File: src/hw/uswp_pkg.sv
package uswp_pkg;
    // =========================================
    // register map
    localparam logic [31:0] POWER_CTL_OFFSET = 32'h0000_0000;
    localparam int ADDR_WIDTH = 8;
    localparam int DATA_WIDTH = 32;

    // =========================================
    // field positions inside the power control register
    localparam int WAKE_EN_BIT = 7;
    localparam int REMOTE_WAKE_BIT = 6;
    localparam int PHY_RESETB_BIT = 5;
    localparam int SUSPEND_STAT_BIT = 4;

    // =========================================
    // reset values
    localparam logic WAKE_EN_RESET = 1'b0;
    localparam logic REMOTE_WAKE_RESET = 1'b0;
    localparam logic PHY_RESETB_RESET = 1'b1;

    // =========================================
    // bus responses
    localparam logic [1:0] RESP_OKAY = 2'b00;
    localparam logic [1:0] RESP_DECERR = 2'b11;

    // =========================================
    // synchroniser depth
    localparam int SYNC_STAGES = 2;
endpackage

File: src/hw/uswp_reg_if.sv
interface uswp_reg_if;
    logic wr_en;
    logic [uswp_pkg::ADDR_WIDTH-1:0] wr_addr;
    logic [uswp_pkg::DATA_WIDTH-1:0] wr_data;
    logic [3:0] wr_strb;
    logic wr_hit;
    logic [uswp_pkg::ADDR_WIDTH-1:0] rd_addr;
    logic [uswp_pkg::DATA_WIDTH-1:0] rd_data;
    logic rd_hit;

    modport bus (
        output wr_en,
        output wr_addr,
        output wr_data,
        output wr_strb,
        input wr_hit,
        output rd_addr,
        input rd_data,
        input rd_hit
    );
    modport regs (
        input wr_en,
        input wr_addr,
        input wr_data,
        input wr_strb,
        output wr_hit,
        input rd_addr,
        output rd_data,
        output rd_hit
    );
endinterface

File: src/hw/uswp_sync.sv
module uswp_sync (
    input wire logic clock,
    input wire logic rst,
    input wire logic async_in,
    output logic sync_out
);
    // first stage is read only by the second one
    logic [uswp_pkg::SYNC_STAGES-1:0] stages;
    logic [uswp_pkg::SYNC_STAGES-1:0] next_stages;

    always_comb begin
        next_stages = {stages[uswp_pkg::SYNC_STAGES-2:0], async_in};
    end

    always_ff @(posedge clock) begin
        if (rst) begin
            stages <= '0;
        end else begin
            stages <= next_stages;
        end
    end

    assign sync_out = stages[uswp_pkg::SYNC_STAGES-1];
endmodule // uswp_sync

File: src/hw/uswp_axil_slave.sv
module uswp_axil_slave (
    input wire logic clock,
    input wire logic rst,
    input wire logic [uswp_pkg::ADDR_WIDTH-1:0] s_axi_awaddr,
    input wire logic s_axi_awvalid,
    output logic s_axi_awready,
    input wire logic [31:0] s_axi_wdata,
    input wire logic [3:0] s_axi_wstrb,
    input wire logic s_axi_wvalid,
    output logic s_axi_wready,
    output logic [1:0] s_axi_bresp,
    output logic s_axi_bvalid,
    input wire logic s_axi_bready,
    input wire logic [uswp_pkg::ADDR_WIDTH-1:0] s_axi_araddr,
    input wire logic s_axi_arvalid,
    output logic s_axi_arready,
    output logic [31:0] s_axi_rdata,
    output logic [1:0] s_axi_rresp,
    output logic s_axi_rvalid,
    input wire logic s_axi_rready,
    uswp_reg_if.bus regs
);
    // =========================================
    // write channel: address and data accepted in either order
    logic aw_have, next_aw_have;
    logic w_have, next_w_have;
    logic [uswp_pkg::ADDR_WIDTH-1:0] aw_addr, next_aw_addr;
    logic [31:0] w_data, next_w_data;
    logic [3:0] w_strb, next_w_strb;
    logic bvalid, next_bvalid;
    logic [1:0] bresp, next_bresp;

    assign s_axi_awready = !aw_have && !bvalid;
    assign s_axi_wready = !w_have && !bvalid;
    assign regs.wr_en = aw_have && w_have && !bvalid;
    assign regs.wr_addr = aw_addr;
    assign regs.wr_data = w_data;
    assign regs.wr_strb = w_strb;

    always_comb begin
        next_aw_have = aw_have;
        next_w_have = w_have;
        next_aw_addr = aw_addr;
        next_w_data = w_data;
        next_w_strb = w_strb;
        next_bvalid = bvalid;
        next_bresp = bresp;
        if (s_axi_awvalid && s_axi_awready) begin
            next_aw_have = 1'b1;
            next_aw_addr = s_axi_awaddr;
        end
        if (s_axi_wvalid && s_axi_wready) begin
            next_w_have = 1'b1;
            next_w_data = s_axi_wdata;
            next_w_strb = s_axi_wstrb;
        end
        if (regs.wr_en) begin
            next_aw_have = 1'b0;
            next_w_have = 1'b0;
            next_bvalid = 1'b1;
            next_bresp = regs.wr_hit ? uswp_pkg::RESP_OKAY : uswp_pkg::RESP_DECERR;
        end
        if (bvalid && s_axi_bready) begin
            next_bvalid = 1'b0;
        end
    end

    always_ff @(posedge clock) begin
        if (rst) begin
            aw_have <= 1'b0;
            w_have <= 1'b0;
            aw_addr <= '0;
            w_data <= 32'h0000_0000;
            w_strb <= 4'h0;
            bvalid <= 1'b0;
            bresp <= uswp_pkg::RESP_OKAY;
        end else begin
            aw_have <= next_aw_have;
            w_have <= next_w_have;
            aw_addr <= next_aw_addr;
            w_data <= next_w_data;
            w_strb <= next_w_strb;
            bvalid <= next_bvalid;
            bresp <= next_bresp;
        end
    end

    assign s_axi_bvalid = bvalid;
    assign s_axi_bresp = bresp;

    // =========================================
    // read channel: data sampled at the address handshake
    logic rvalid, next_rvalid;
    logic [31:0] rdata, next_rdata;
    logic [1:0] rresp, next_rresp;

    assign s_axi_arready = !rvalid;
    assign regs.rd_addr = s_axi_araddr;

    always_comb begin
        next_rvalid = rvalid;
        next_rdata = rdata;
        next_rresp = rresp;
        if (s_axi_arvalid && s_axi_arready) begin
            next_rvalid = 1'b1;
            next_rdata = regs.rd_hit ? regs.rd_data : 32'h0000_0000;
            next_rresp = regs.rd_hit ? uswp_pkg::RESP_OKAY : uswp_pkg::RESP_DECERR;
        end else if (rvalid && s_axi_rready) begin
            next_rvalid = 1'b0;
        end
    end

    always_ff @(posedge clock) begin
        if (rst) begin
            rvalid <= 1'b0;
            rdata <= 32'h0000_0000;
            rresp <= uswp_pkg::RESP_OKAY;
        end else begin
            rvalid <= next_rvalid;
            rdata <= next_rdata;
            rresp <= next_rresp;
        end
    end

    assign s_axi_rvalid = rvalid;
    assign s_axi_rdata = rdata;
    assign s_axi_rresp = rresp;
endmodule // uswp_axil_slave

File: src/hw/uswp_power_ctl.sv
// Functional notes
// - wake enable set: wake output goes low asynchronously when suspend ends
// - wake enable clear: wake output never asserted
// - remote wake bit at one drives core wakeup input high
// - remote wake write of one ignored while core is not suspended
// - remote wake bit clears itself once the core leaves suspend
// - phy reset bit at zero drives phy reset high, one releases it
// - phy reset bit is never released by hardware; software writes one
// - suspend status reads zero while suspended, one otherwise
module uswp_power_ctl (
    input wire logic clock,
    input wire logic rst,
    input wire logic [uswp_pkg::ADDR_WIDTH-1:0] s_axi_awaddr,
    input wire logic s_axi_awvalid,
    output logic s_axi_awready,
    input wire logic [31:0] s_axi_wdata,
    input wire logic [3:0] s_axi_wstrb,
    input wire logic s_axi_wvalid,
    output logic s_axi_wready,
    output logic [1:0] s_axi_bresp,
    output logic s_axi_bvalid,
    input wire logic s_axi_bready,
    input wire logic [uswp_pkg::ADDR_WIDTH-1:0] s_axi_araddr,
    input wire logic s_axi_arvalid,
    output logic s_axi_arready,
    output logic [31:0] s_axi_rdata,
    output logic [1:0] s_axi_rresp,
    output logic s_axi_rvalid,
    input wire logic s_axi_rready,
    input wire logic core_suspend_n,
    output logic core_remote_wake_in,
    output logic phy_reset_out,
    output logic usb_wake_irq_n
);
    // =========================================
    // bus slave
    uswp_reg_if regs ();

    uswp_axil_slave u_slave (
        .clock(clock),
        .rst(rst),
        .s_axi_awaddr(s_axi_awaddr),
        .s_axi_awvalid(s_axi_awvalid),
        .s_axi_awready(s_axi_awready),
        .s_axi_wdata(s_axi_wdata),
        .s_axi_wstrb(s_axi_wstrb),
        .s_axi_wvalid(s_axi_wvalid),
        .s_axi_wready(s_axi_wready),
        .s_axi_bresp(s_axi_bresp),
        .s_axi_bvalid(s_axi_bvalid),
        .s_axi_bready(s_axi_bready),
        .s_axi_araddr(s_axi_araddr),
        .s_axi_arvalid(s_axi_arvalid),
        .s_axi_arready(s_axi_arready),
        .s_axi_rdata(s_axi_rdata),
        .s_axi_rresp(s_axi_rresp),
        .s_axi_rvalid(s_axi_rvalid),
        .s_axi_rready(s_axi_rready),
        .regs(regs.bus)
    );

    // =========================================
    // suspend status from the core domain
    logic suspend_n_sync;

    uswp_sync u_sync (
        .clock(clock),
        .rst(rst),
        .async_in(core_suspend_n),
        .sync_out(suspend_n_sync)
    );

    // =========================================
    // register decode
    logic wr_sel;
    logic lane0;

    assign regs.wr_hit = regs.wr_addr == uswp_pkg::POWER_CTL_OFFSET[uswp_pkg::ADDR_WIDTH-1:0];
    assign regs.rd_hit = regs.rd_addr == uswp_pkg::POWER_CTL_OFFSET[uswp_pkg::ADDR_WIDTH-1:0];
    // upper lanes carry only read-as-zero bits
    assign lane0 = regs.wr_strb[0];
    assign wr_sel = regs.wr_en && regs.wr_hit && lane0;

    // =========================================
    // control bits
    logic wake_en, next_wake_en;
    logic remote_wake, next_remote_wake;
    logic phy_reset_q, next_phy_reset_q;

    always_comb begin
        next_wake_en = wake_en;
        next_remote_wake = remote_wake;
        next_phy_reset_q = phy_reset_q;
        if (wr_sel) begin
            next_wake_en = regs.wr_data[uswp_pkg::WAKE_EN_BIT];
            // held only by software writes, never self-released
            next_phy_reset_q = !regs.wr_data[uswp_pkg::PHY_RESETB_BIT];
        end
        // writing zero is no operation; one only takes while suspended
        if (wr_sel && regs.wr_data[uswp_pkg::REMOTE_WAKE_BIT] && !suspend_n_sync) begin
            next_remote_wake = 1'b1;
        end
        if (suspend_n_sync) begin
            next_remote_wake = 1'b0;
        end
    end

    always_ff @(posedge clock) begin
        if (rst) begin
            wake_en <= uswp_pkg::WAKE_EN_RESET;
            remote_wake <= uswp_pkg::REMOTE_WAKE_RESET;
            phy_reset_q <= !uswp_pkg::PHY_RESETB_RESET;
        end else begin
            wake_en <= next_wake_en;
            remote_wake <= next_remote_wake;
            phy_reset_q <= next_phy_reset_q;
        end
    end

    // =========================================
    // outputs
    assign core_remote_wake_in = remote_wake;
    assign phy_reset_out = phy_reset_q;
    // raw pin on purpose: the fast clock may be stopped while waiting to wake
    assign usb_wake_irq_n = !(wake_en && core_suspend_n);

    // =========================================
    // read back
    always_comb begin
        regs.rd_data = 32'h0000_0000;
        regs.rd_data[uswp_pkg::WAKE_EN_BIT] = wake_en;
        regs.rd_data[uswp_pkg::REMOTE_WAKE_BIT] = remote_wake;
        regs.rd_data[uswp_pkg::PHY_RESETB_BIT] = !phy_reset_q;
        regs.rd_data[uswp_pkg::SUSPEND_STAT_BIT] = suspend_n_sync;
    end
endmodule // uswp_power_ctl

File: config.mk
export PLATFORM = sky130hd
export DESIGN_NAME = uswp_power_ctl
export DESIGN_NICKNAME = d
export VERILOG_FILES = /design/src/hw/uswp_pkg.sv /design/src/hw/uswp_reg_if.sv /design/src/hw/uswp_sync.sv /design/src/hw/uswp_axil_slave.sv /design/src/hw/uswp_power_ctl.sv
export SDC_FILE = /design/constraint.sdc
export NUM_CORES = 1
export LEC_CHECK = 0
export BUFFER_PORTS_ARGS = -buffer_cell sky130_fd_sc_hd__buf_2
export CELL_PAD_IN_SITES_DETAIL_PLACEMENT = 0
export CELL_PAD_IN_SITES_GLOBAL_PLACEMENT = 1
export CORE_ASPECT_RATIO = 1.1
export CORE_MARGIN = 2
export CORE_UTILIZATION = 26
export CTS_CLUSTER_SIZE = 10
export DETAILED_ROUTE_END_ITERATION = 16
export GPL_ROUTABILITY_DRIVEN = 0
export MAX_ROUTING_LAYER = met4
export PLACE_DENSITY_LB_ADDON = 0.3
export SLEW_MARGIN = 20
export SYNTH_ARGS = -nofsm -noshare
export SYNTH_HDL_FRONTEND = slang
export SYNTH_SLANG_ARGS = --single-unit
File: constraint.sdc
create_clock -name clock -period 1.95 [get_ports clock]
set_input_delay 0.2925 -clock clock [delete_from_list [all_inputs] [get_ports clock]]
set_output_delay 0.2925 -clock clock [all_outputs]
set_load 0.01 [all_outputs]
==> results of run 1 <==
-- worst max-delay path by stage --
stage,end,slack (ns)
floorplan,phy_reset_out$_SDFFE_PP0P_,0.45
global placement,phy_reset_out$_SDFFE_PP0P_,0.35
CTS,phy_reset_out$_SDFFE_PP0P_,0.34
detailed placement,phy_reset_out$_SDFFE_PP0P_,0.35
global route,phy_reset_out$_SDFFE_PP0P_,0.29
finish,phy_reset_out$_SDFFE_PP0P_,0.36
-- metal layers --
| metal | share of wire, % | wire, um |
|---|---|---|
| met1 | 44 | 1040 |
| met4 | 1.3 | 31 |
| met2 | 47 | 1100 |
| met5 | 0 | 0 |
| met3 | 7.4 | 173 |
-- flip-flops by register name, indices dropped and copies added (netlist names), 2 cells and up --
signal                flops
u_slave.regs.wr_addr      8
u_slave.regs.wr_data      3
u_slave.s_axi_rdata       4
u_sync.stages             2
-- power by group --
group	switching (mW)	total (mW)	internal, mW
combinational	0.100	0.180	0.0802
clock	0.168	0.311	0.143
sequential	0.0206	0.602	0.581
total	0.288	1.09	0.804
-- cell type report --
cell class / instances / area share (%)
Inverter: 4 / 1.02
Multi-Input combinational cell: 100 / 39.4
Clock inverter: 1 / 0.339
Timing Repair Buffer: 44 / 15.1
Sequential cell: 27 / 36.6
Clock buffer: 3 / 2.80
Tap cell: 56 / 4.75
-- cell usage in the layout (no fill, tap or decap), types with 2 or more instances in the layout --
| master | synthesis | layout |
|---|---|---|
| buf_2 | 1 | 43 |
| conb_1 | 1 | 28 |
| dfxtp_1 | 27 | 27 |
| nor2_1 | 21 | 21 |
| mux2i_1 | 13 | 13 |
| nand2_1 | 6 | 6 |
| a21oi_1 | 5 | 5 |
| inv_1 | 4 | 4 |
| nor2b_1 | 4 | 4 |
| nand2b_1 | 3 | 3 |
| clkbuf_8 | 0 | 3 |
| nor4_1 | 2 | 2 |
| nand4_1 | 2 | 2 |
| o32ai_1 | 2 | 2 |
| or4_4 | 2 | 2 |
-- cell families (layout without fill, tap and decap cells) --
logic type,Yosys count,after routing,synth area share [%]
AND/OR/NAND/NOR,48,48,20.5
multiplexers,14,14,11.3
buffers and inverters,39,52,20.3
other,1,28,0.293
flip-flops,27,27,42.2
AO/OA/AOI/OAI,10,10,5.37
-- stage by stage --
step	instance area, um^2	power (mW)
final	1480	1.09
after CTS	1480	1.11
after global placement	1430	0.797
after global routing	1480	1.16
after floorplan	1380	0.783
after detailed placement	1430	0.797
-- critical path, delay by kind of cell, from the launching register on --
| family | cells | cell delay, ns |
|---|---|---|
| DFF | 1 | 0.32 |
| and+or+nand+nor | 2 | 0.85 |
| muxes | 1 | 0.32 |
==> impl_results.md, run 1 <==
- Outcome: completed
- Crit path capture type: flop
- Core area: 4680 um^2
- Critical R2R Launch: u_slave.regs.wr_addr[6]$_SDFFE_PP0P_
- Via total after detailed routing: slightly above 900
- Ant. Diodes: 0
- Slew Limit Fails: 0
- First-pass GRT wire length: 3840 um
- Die width: ~71 um
- Hold Vio Cnt, Final: 0
- Die area: between 5000 and 6000 um^2
- Vias in the first global route: 880
- Pwr dens: roughly 740 nW/um^2
- Layout area overhead: 15.2%
- Layout cells sized above 1: approximately 30%
- Dpl ws: 0.348 ns
- FILL cells: roughly 520
- Crit-path cells: or4_4, nor3_4, mux2_4
- Final worst-path cycle share: between 80 and 90%
- Synth Register Bits: 27
- Worst Hold Launch: s_axi_wstrb[0]
- Global-route usage over all layers: slightly below 9%
- Post-synthesis sequential area ratio: a little over two fifths
- Post-synth EDFFs: 0
- Final Critical Period: ~1.6 ns
- Pin count of the biggest net entering global routing: 28
- Hold path depth: 3
- R2r setup slk: ~0.36 ns
- Pre-antenna DRT Iters: 4
- Ys flop type: dfxtp_1
- Hold-fix buffers, CTS: 0
- GR Util met3: about 1.8%
- Grt ovf: 0
- Placed cells: around 230
- Met2 global-route usage: between 10 and 15%
- Port bufs: 43
- Pleak: 0.712 nW
- Initial DRC count: between 40 and 50
- Register area: between 500 and 600 um^2
- Final worst slack: around 0.36 ns
- Fmax: roughly 630 MHz
- CP Class: flop to flop
- Syn_area_per_cell: about 9.2 um^2
- Avg WL per Cell: between 9 and 10 um
- Maximum VDD drop: approximately 0.20 mV
- Post-Synthesis Cell Area: 1280 um^2
- Worst Hold Endpoint: u_slave.regs.wr_strb[0]$_SDFFE_PP0P_
- Setup tns final: 0 ns
- Met1 usage: roughly 11%
- Launching element type of the critical path: flop
- Area contributors post-synth: dfxtp_1 42%, buf_4 18%, mux2i_1 10%
- Yosys top cell area share: a little over two fifths
- Worst EP arrival: about 1.8 ns
- Count of cell types in the netlist: 29
- Hold Crit Class: primary input to flop
- Antenna violations before repair: 0
- Cell taking the most area after synthesis: dfxtp_1
- Num CTS Buffers: 3
- Multi-input logic area: 582 um^2
- Most numerous cell in the Yosys netlist: buf_4
- Initial Util: a little over a quarter
- CP Max Fanout: 3
- Layout Skew: 0.00281 ns
- FF-to-FF path depth: 3
- Longest Clk Path Bufs: 2
- Via/cell ratio: roughly 4.0
- Clock slew at reported path FFs: ~0.090 ns
- CTS tree: done
- Worst-Skew Late Latency: 0.27 ns
- Layout Nets: 240
- Final Util: roughly a third
- Post-CTS Resized: 0
- DP HPWL: 1860 um
- Non-filler instance count after layout: ~240
- Max-cap viol count: 0
- Wirelength, routed: approximately 2300 um
- FF-to-FF End: phy_reset_out$_SDFFE_PP0P_
- Setup Buffers After CTS: 0
- Antenna-violating nets left: 0
- I/O Pins: around 100
- Async S/R FF share, synth: 0%
- Row count: 26
- Top cells by count, synth: 30 x buf_4, 27 x dfxtp_1, 21 x nor2_1, 13 x mux2i_1, 6 x nand2_1
- Root Driver: clkbuf_8
- Critical path origin: u_slave.regs.wr_addr[6]$_SDFFE_PP0P_
- Post-Synthesis Cells: roughly 140
- WP data required: between 2 and 2.5 ns
- DRC viols: 0
- Endpoints failing setup: 0
- Gr busiest metal: met2
- Yosys warnings: 0
- Crit-path slowest cell: or4_4
- Hold Worst Slack: between 0.2 and 0.3 ns
- Clock sink total: 27
- Die Ht: 77.6 um
- RSZ-0062 raised after global routing: false
- Crit path largest cell delay: around 0.56 ns
- H-tree levels: 1
Power figures use the tool's default switching activity.
==> run 2: changes to the inputs <==
ABC_AREA = 1   (was default)
CORE_UTILIZATION = 25   (was 26)
clock period = 1.55 ns   (was 1.95 ns; I/O delays follow)
==> run 2 against run 1 <==
Sequential power increased by 27%. Critical path depth up 2. Synthesized cell count rose by 25%. Critical path type unchanged. Global-route usage hardly changed. Clock power increased by 25%.
==> impl_results.md, run 2 <==
- Outcome: completed
- Hold Crit Class: primary input to flop
- Post-synthesis sequential area ratio: a little over two fifths
- Longest Clk Path Bufs: 2
- Port bufs: between 40 and 50
- Met2 global-route usage: about 15%
- Most numerous cell in the Yosys netlist: nor2_1
- Hold-fix buffers, CTS: 0
- Endpoints failing setup: 0
- Area contributors post-synth: dfxtp_1 42%, buf_4 18%, nor2_1 11%
- Max-cap viol count: 0
- Async S/R FF share, synth: 0%
- Ys flop type: dfxtp_1
- CP Max Fanout: 12
- Layout Skew: around 0.0064 ns
- I/O Pins: between 100 and 150
- Most frequent cells in the layout: 43 x buf_2, 38 x nor2_1, 28 x conb_1
- Die width: ~72 um
- Root Driver: clkbuf_8
- Final worst slack: 0.325 ns
- Pre-antenna DRT Iters: 4
- Crit path capture type: flop
- Layout Nets: around 280
- DP HPWL: about 2000 um
- Met1 usage: between 9 and 10%
- Vias in the first global route: about 910
- Layout cells sized above 1: between 20% and 30%
- Worst-Skew Late Latency: 0.27 ns
- Worst EP arrival: between 1 and 1.5 ns
- Via/cell ratio: 3.78
- Gr busiest metal: met2
- Antenna violations before repair: 0
- Initial Util: between 20% and 30%
- Dpl ws: 0.291 ns
- Pin count of the biggest net entering global routing: 19
- Num CTS Buffers: 3
- Pleak: between 0.7 and 0.8 nW
- Final worst-path cycle share: roughly 80%
- Syn_area_per_cell: between 7 and 8 um^2
- Slew Limit Fails: 0
- GR Util met3: under 10%
- Post-CTS Resized: 0
- Hold Vio Cnt, Final: 0
- Via total after detailed routing: slightly above 1000
- Most common cell after layout, fill and taps aside: buf_2
- Fmax: just over 800 MHz
- Clock slew at reported path FFs: ~0.090 ns
- Post-synth EDFFs: 0
- CP Class: flop to flop
- Core area: between 4000 and 5000 um^2
- RSZ-0062 raised after global routing: false
- Die area: around 5800 um^2
- Count of cell types in the netlist: 20
- Synth Register Bits: 27
- Setup Buffers After CTS: 0
- First-pass GRT wire length: between 3000 and 4000 um
- Initial DRC count: 21
- Setup tns final: 0 ns
- Yosys top cell area share: between 40% and 50%
- Launching element type of the critical path: flop
- Wirelength, routed: ~2400 um
- Maximum VDD drop: roughly 0.54 mV
- Cell taking the most area after synthesis: dfxtp_1
- Antenna-violating nets left: 0
- Avg WL per Cell: approximately 9 um
- CTS tree: done
- Global-route usage over all layers: between 8 and 9%
- Row count: 27
- Die Ht: ~80 um
- DRC viols: 0
- Layout area overhead: 14.8%
- Grt ovf: 0
- Yosys warnings: 0
- WP data required: between 1.5 and 2 ns
- Top cells by count, synth: 38 x nor2_1, 31 x buf_4, 27 x dfxtp_1, 17 x inv_1, 16 x nand2_1
- Final Critical Period: approximately 1.2 ns
- Clock sink total: 27
- Max reg flops: 8
- Post-Synthesis Cells: roughly 170
- Post-Synthesis Cell Area: between 1000 and 1500 um^2
- Ant. Diodes: 0
- H-tree levels: 1
- Pwr dens: 940 nW/um^2
-- run 2: cell count changes after synthesis, sizes merged, moves of 3 or more --
cell | previous run | this run
inv | 4 | 18
o21ai | 0 | 14
nand2 | 6 | 17
nand2b | 3 | 0
clkbuf | 3 | 0
nor2 | 21 | 41
mux2i | 13 | 0
a21oi | 5 | 11
nand3 | 1 | 6
nor2b | 4 | 0
-- run 2: logic make-up (layout without fill, tap and decap cells) --
group / Yosys count / count (layout) / share of synthesized area (%)
other: 1 / 28 / 0.291
AOI/OAI and AO/OA: 26 / 26 / 10.3
buffers and inverters: 52 / 66 / 24.4
DFF: 27 / 27 / 41.9
and+or+nand+nor: 68 / 68 / 23.1
-- run 2: path summary, 6_finish.rpt --
path | start | depth (start not counted) | slack (ns) | endpoint
max | u_slave.s_axi_bvalid$_SDFFE_PP0P_ | 5 | 0.32 | u_slave.regs.wr_addr[5]$_SDFFE_PP0P_
min reg2reg | u_sync.stages[0]$_SDFF_PP0_ | 2 | 0.42 | u_sync.stages[1]$_SDFF_PP0_
min | core_suspend_n | 3 | 0.18 | u_sync.stages[0]$_SDFF_PP0_
max reg2reg | u_slave.s_axi_bvalid$_SDFFE_PP0P_ | 5 | 0.32 | u_slave.regs.wr_addr[5]$_SDFFE_PP0P_
-- run 2: worst max-delay path, stage by stage, from the launching register on --
cell and delay, ns:
dfxtp_1 0.40, nor2_2 0.06, nand2_1 0.29, inv_1 0.20, nor2_1 0.13, nor2_1 0.05
-- run 2: cell type report --
type | count | area (um^2)
Tap cell | 58 | 72.6
Inverter | 19 | 72.6
Multi-Input combinational cell | 122 | 536
Fill cell | 567 | 3520
Sequential cell | 27 | 541
Timing Repair Buffer | 43 | 215
Clock buffer | 4 | 45.0
-- run 2: routing by layer --
| metal | vias to the layer above | share of wire [%] |
|---|---|---|
| met4 | 0 | 0.70 |
| li1 | 564 | - |
| met5 | - | 0 |
| met1 | 422 | 44 |
| met3 | 2 | 8.2 |
| met2 | 44 | 47 |
-- run 2: through the flow --
step / total power, mW / hold slack, ns / instance area (um^2) / utilization [%] / std cells
6_report: 1.39 / 0.182 / 1480 / 29.6 / 273
5_1_grt: 1.49 / 0.188 / 1480 / 29.6 / 273
4_1_cts: 1.42 / 0.180 / 1480 / 29.6 / 273
3_5_place_dp: 1.03 / 0.403 / 1440 / 28.7 / 269
3_3_place_gp: 1.02 / 0.407 / 1440 / 28.7 / 269
2_1_floorplan: 1.00 / 0.339 / 1390 / - / 201
-- run 2: where the power goes --
part	total, mW	internal (mW)	switching [mW]
Combinational	0.236	0.0828	0.153
Sequential	0.767	0.740	0.0276
Clock	0.389	0.184	0.205
==> run 3: changes to the inputs <==
clock period = 1.26 ns   (was 1.55 ns; I/O delays follow)
==> run 3 against run 2 <==
Via count increased by 0.58%. Design area rose by 2.0%. Global-route usage decreased by 0.11 points. Sequential cell count unchanged. Sequential share of layout area is 0.72 points lower. Critical path type is now flop to output pin. Largest cell class unchanged.
==> impl_results.md, run 3 (synthesis results as in run 2) <==
- Outcome: completed
- H-tree levels: 1
- Most frequent cells in the layout: 43 x buf_2, 38 x nor2_1, 28 x conb_1
- CP Class: flop to output pin
- WP data required: between 1 and 1.5 ns
- Final Util: a little under a third
- Worst-Skew Late Latency: 0.26 ns
- Crit-path slowest cell: dfxtp_1
- FILL cells: 595
- Max-cap viol count: 0
- Antenna violations before repair: 0
- Clock slew at reported path FFs: ~0.080 ns
- Layout area overhead: 17.2%
- Setup tns final: 0 ns
- Max reg flops: 8
- Initial Util: between 20% and 30%
- Fmax: 847 MHz
- Final Critical Period: between 1 and 1.5 ns
- Slew Limit Fails: 0
- Worst EP arrival: 0.99 ns
- Layout Nets: 280
- Hold Vio Cnt, Final: 0
- Final worst-path cycle share: a little over nine tenths
- Wirelength, routed: approximately 2400 um
- Layout cells sized above 1: 26.9%
- Pleak: between 0.7 and 0.8 nW
- Num CTS Buffers: 3
- Avg WL per Cell: between 8 and 9 um
- Wire length on met2: 1130 um
- Crit-path cells: buf_4, nor2_1, buf_2
- Ant. Diodes: 0
- Via total after detailed routing: between 1000 and 1500
- First-pass GRT wire length: around 3900 um
- DP Area: between 1000 and 1500 um^2
- Setup Buffers After CTS: 0
- I/O Pins: approximately 100
- Maximum VDD drop: roughly 0.7 mV
- RSZ-0062 raised after global routing: false
- Crit path largest cell delay: 0.33 ns
- Core area: between 4000 and 5000 um^2
- Met3 routed WL: between 200 and 250 um
- Register area: between 500 and 600 um^2
- Row count: 27
- Global-route usage over all layers: between 8 and 9%
- Multi-input logic area: 536 um^2
- Layout Skew: between 0.0015 and 0.002 ns
- DP HPWL: slightly below 2000 um
- Pwr dens: 1140 nW/um^2
- Hold Crit Class: primary input to flop
- Launching element type of the critical path: flop
- Design Area, Final: around 1500 um^2
- Root Driver: clkbuf_8
- Initial DRC count: 40
- CP Max Fanout: 3
- M1 WL: about 1100 um
- Grt ovf: 0
- Pre-antenna DRT Iters: 3
- Total power: 1.72 mW
- Longest Clk Path Bufs: 2
- Endpoints failing setup: 0
- Vias in the first global route: 958
- Pin count of the biggest net entering global routing: 19
- Port bufs: 43
- Via/cell ratio: ~3.7
- Crit path capture type: output pin
- Most common cell after layout, fill and taps aside: buf_2
- Die Ht: a little under 80 um
- Antenna-violating nets left: 0
- Die width: ~72 um
- Die area: 5750 um^2
- Post-CTS Resized: 0
- Clock sink total: 27
- CTS tree: done
- DRC viols: 0
- Highest layer used for signal routing: met4
-- run 3: cell types whose count changed in the layout (fill, tap and decap cells not counted), sizes merged --
cell	before	now
buf	43	47
-- run 3: area by class of cell --
class                      instances  share of cell area, %
clock buffer                       4                   2.98
inverter                          19                   4.80
sequential                        27                   35.8
multi-input combinational        122                   35.4
timing repair buffer              47                   16.2
tap                               58                   4.80
-- run 3: per-layer routing --
metal	global-route usage, %	up-vias
met1	9.46	426
met5	-	-
met2	15.3	40
li1	-	570
met3	3.05	2
met4	1.67	0
-- run 3: worst max-delay path: cells and delay by family (launching register included) --
kind / cells / cell delay, ns
flip-flops: 1 / 0.33
AND/OR/NAND/NOR: 1 / 0.12
buffers and inverters: 2 / 0.28
-- run 3: power breakdown --
part | internal, mW | leakage, nW | switching (mW)
sequential | 0.910 | 0.222 | 0.0316
clock | 0.226 | 0.0228 | 0.246
combinational | 0.115 | 0.514 | 0.192
total | 1.25 | 0.759 | 0.469
-- run 3: path summary, 6_finish.rpt --
check	start	to	slack, ns	cells after the start
worst max-delay path	u_slave.s_axi_bvalid$_SDFFE_PP0P_	s_axi_wready	0.08	3
worst min-delay path	core_suspend_n	u_sync.stages[0]$_SDFF_PP0_	0.14	3
worst max register to register	u_slave.s_axi_bvalid$_SDFFE_PP0P_	phy_reset_out$_SDFFE_PP0P_	0.16	7
worst min register to register	u_sync.stages[0]$_SDFF_PP0_	u_sync.stages[1]$_SDFF_PP0_	0.42	2
-- run 3: what timing repair did --
action	in CTS	in global routing
setup endpoints to repair	0	1
hold buffers	0	0
endpoints found under the hold margin	0	0
-- run 3: stage by stage --
| stage | cells | hold WS (ns) | setup WS, ns |
|---|---|---|---|
| after global placement | 273 | 0.408 | 0.136 |
| after detailed placement | 273 | 0.400 | 0.154 |
| final | 277 | 0.139 | 0.0789 |
| after global routing | 277 | 0.139 | 0.00163 |
| after CTS | 277 | 0.133 | 0.0559 |
| after floorplan | 201 | 0.296 | 0.206 |
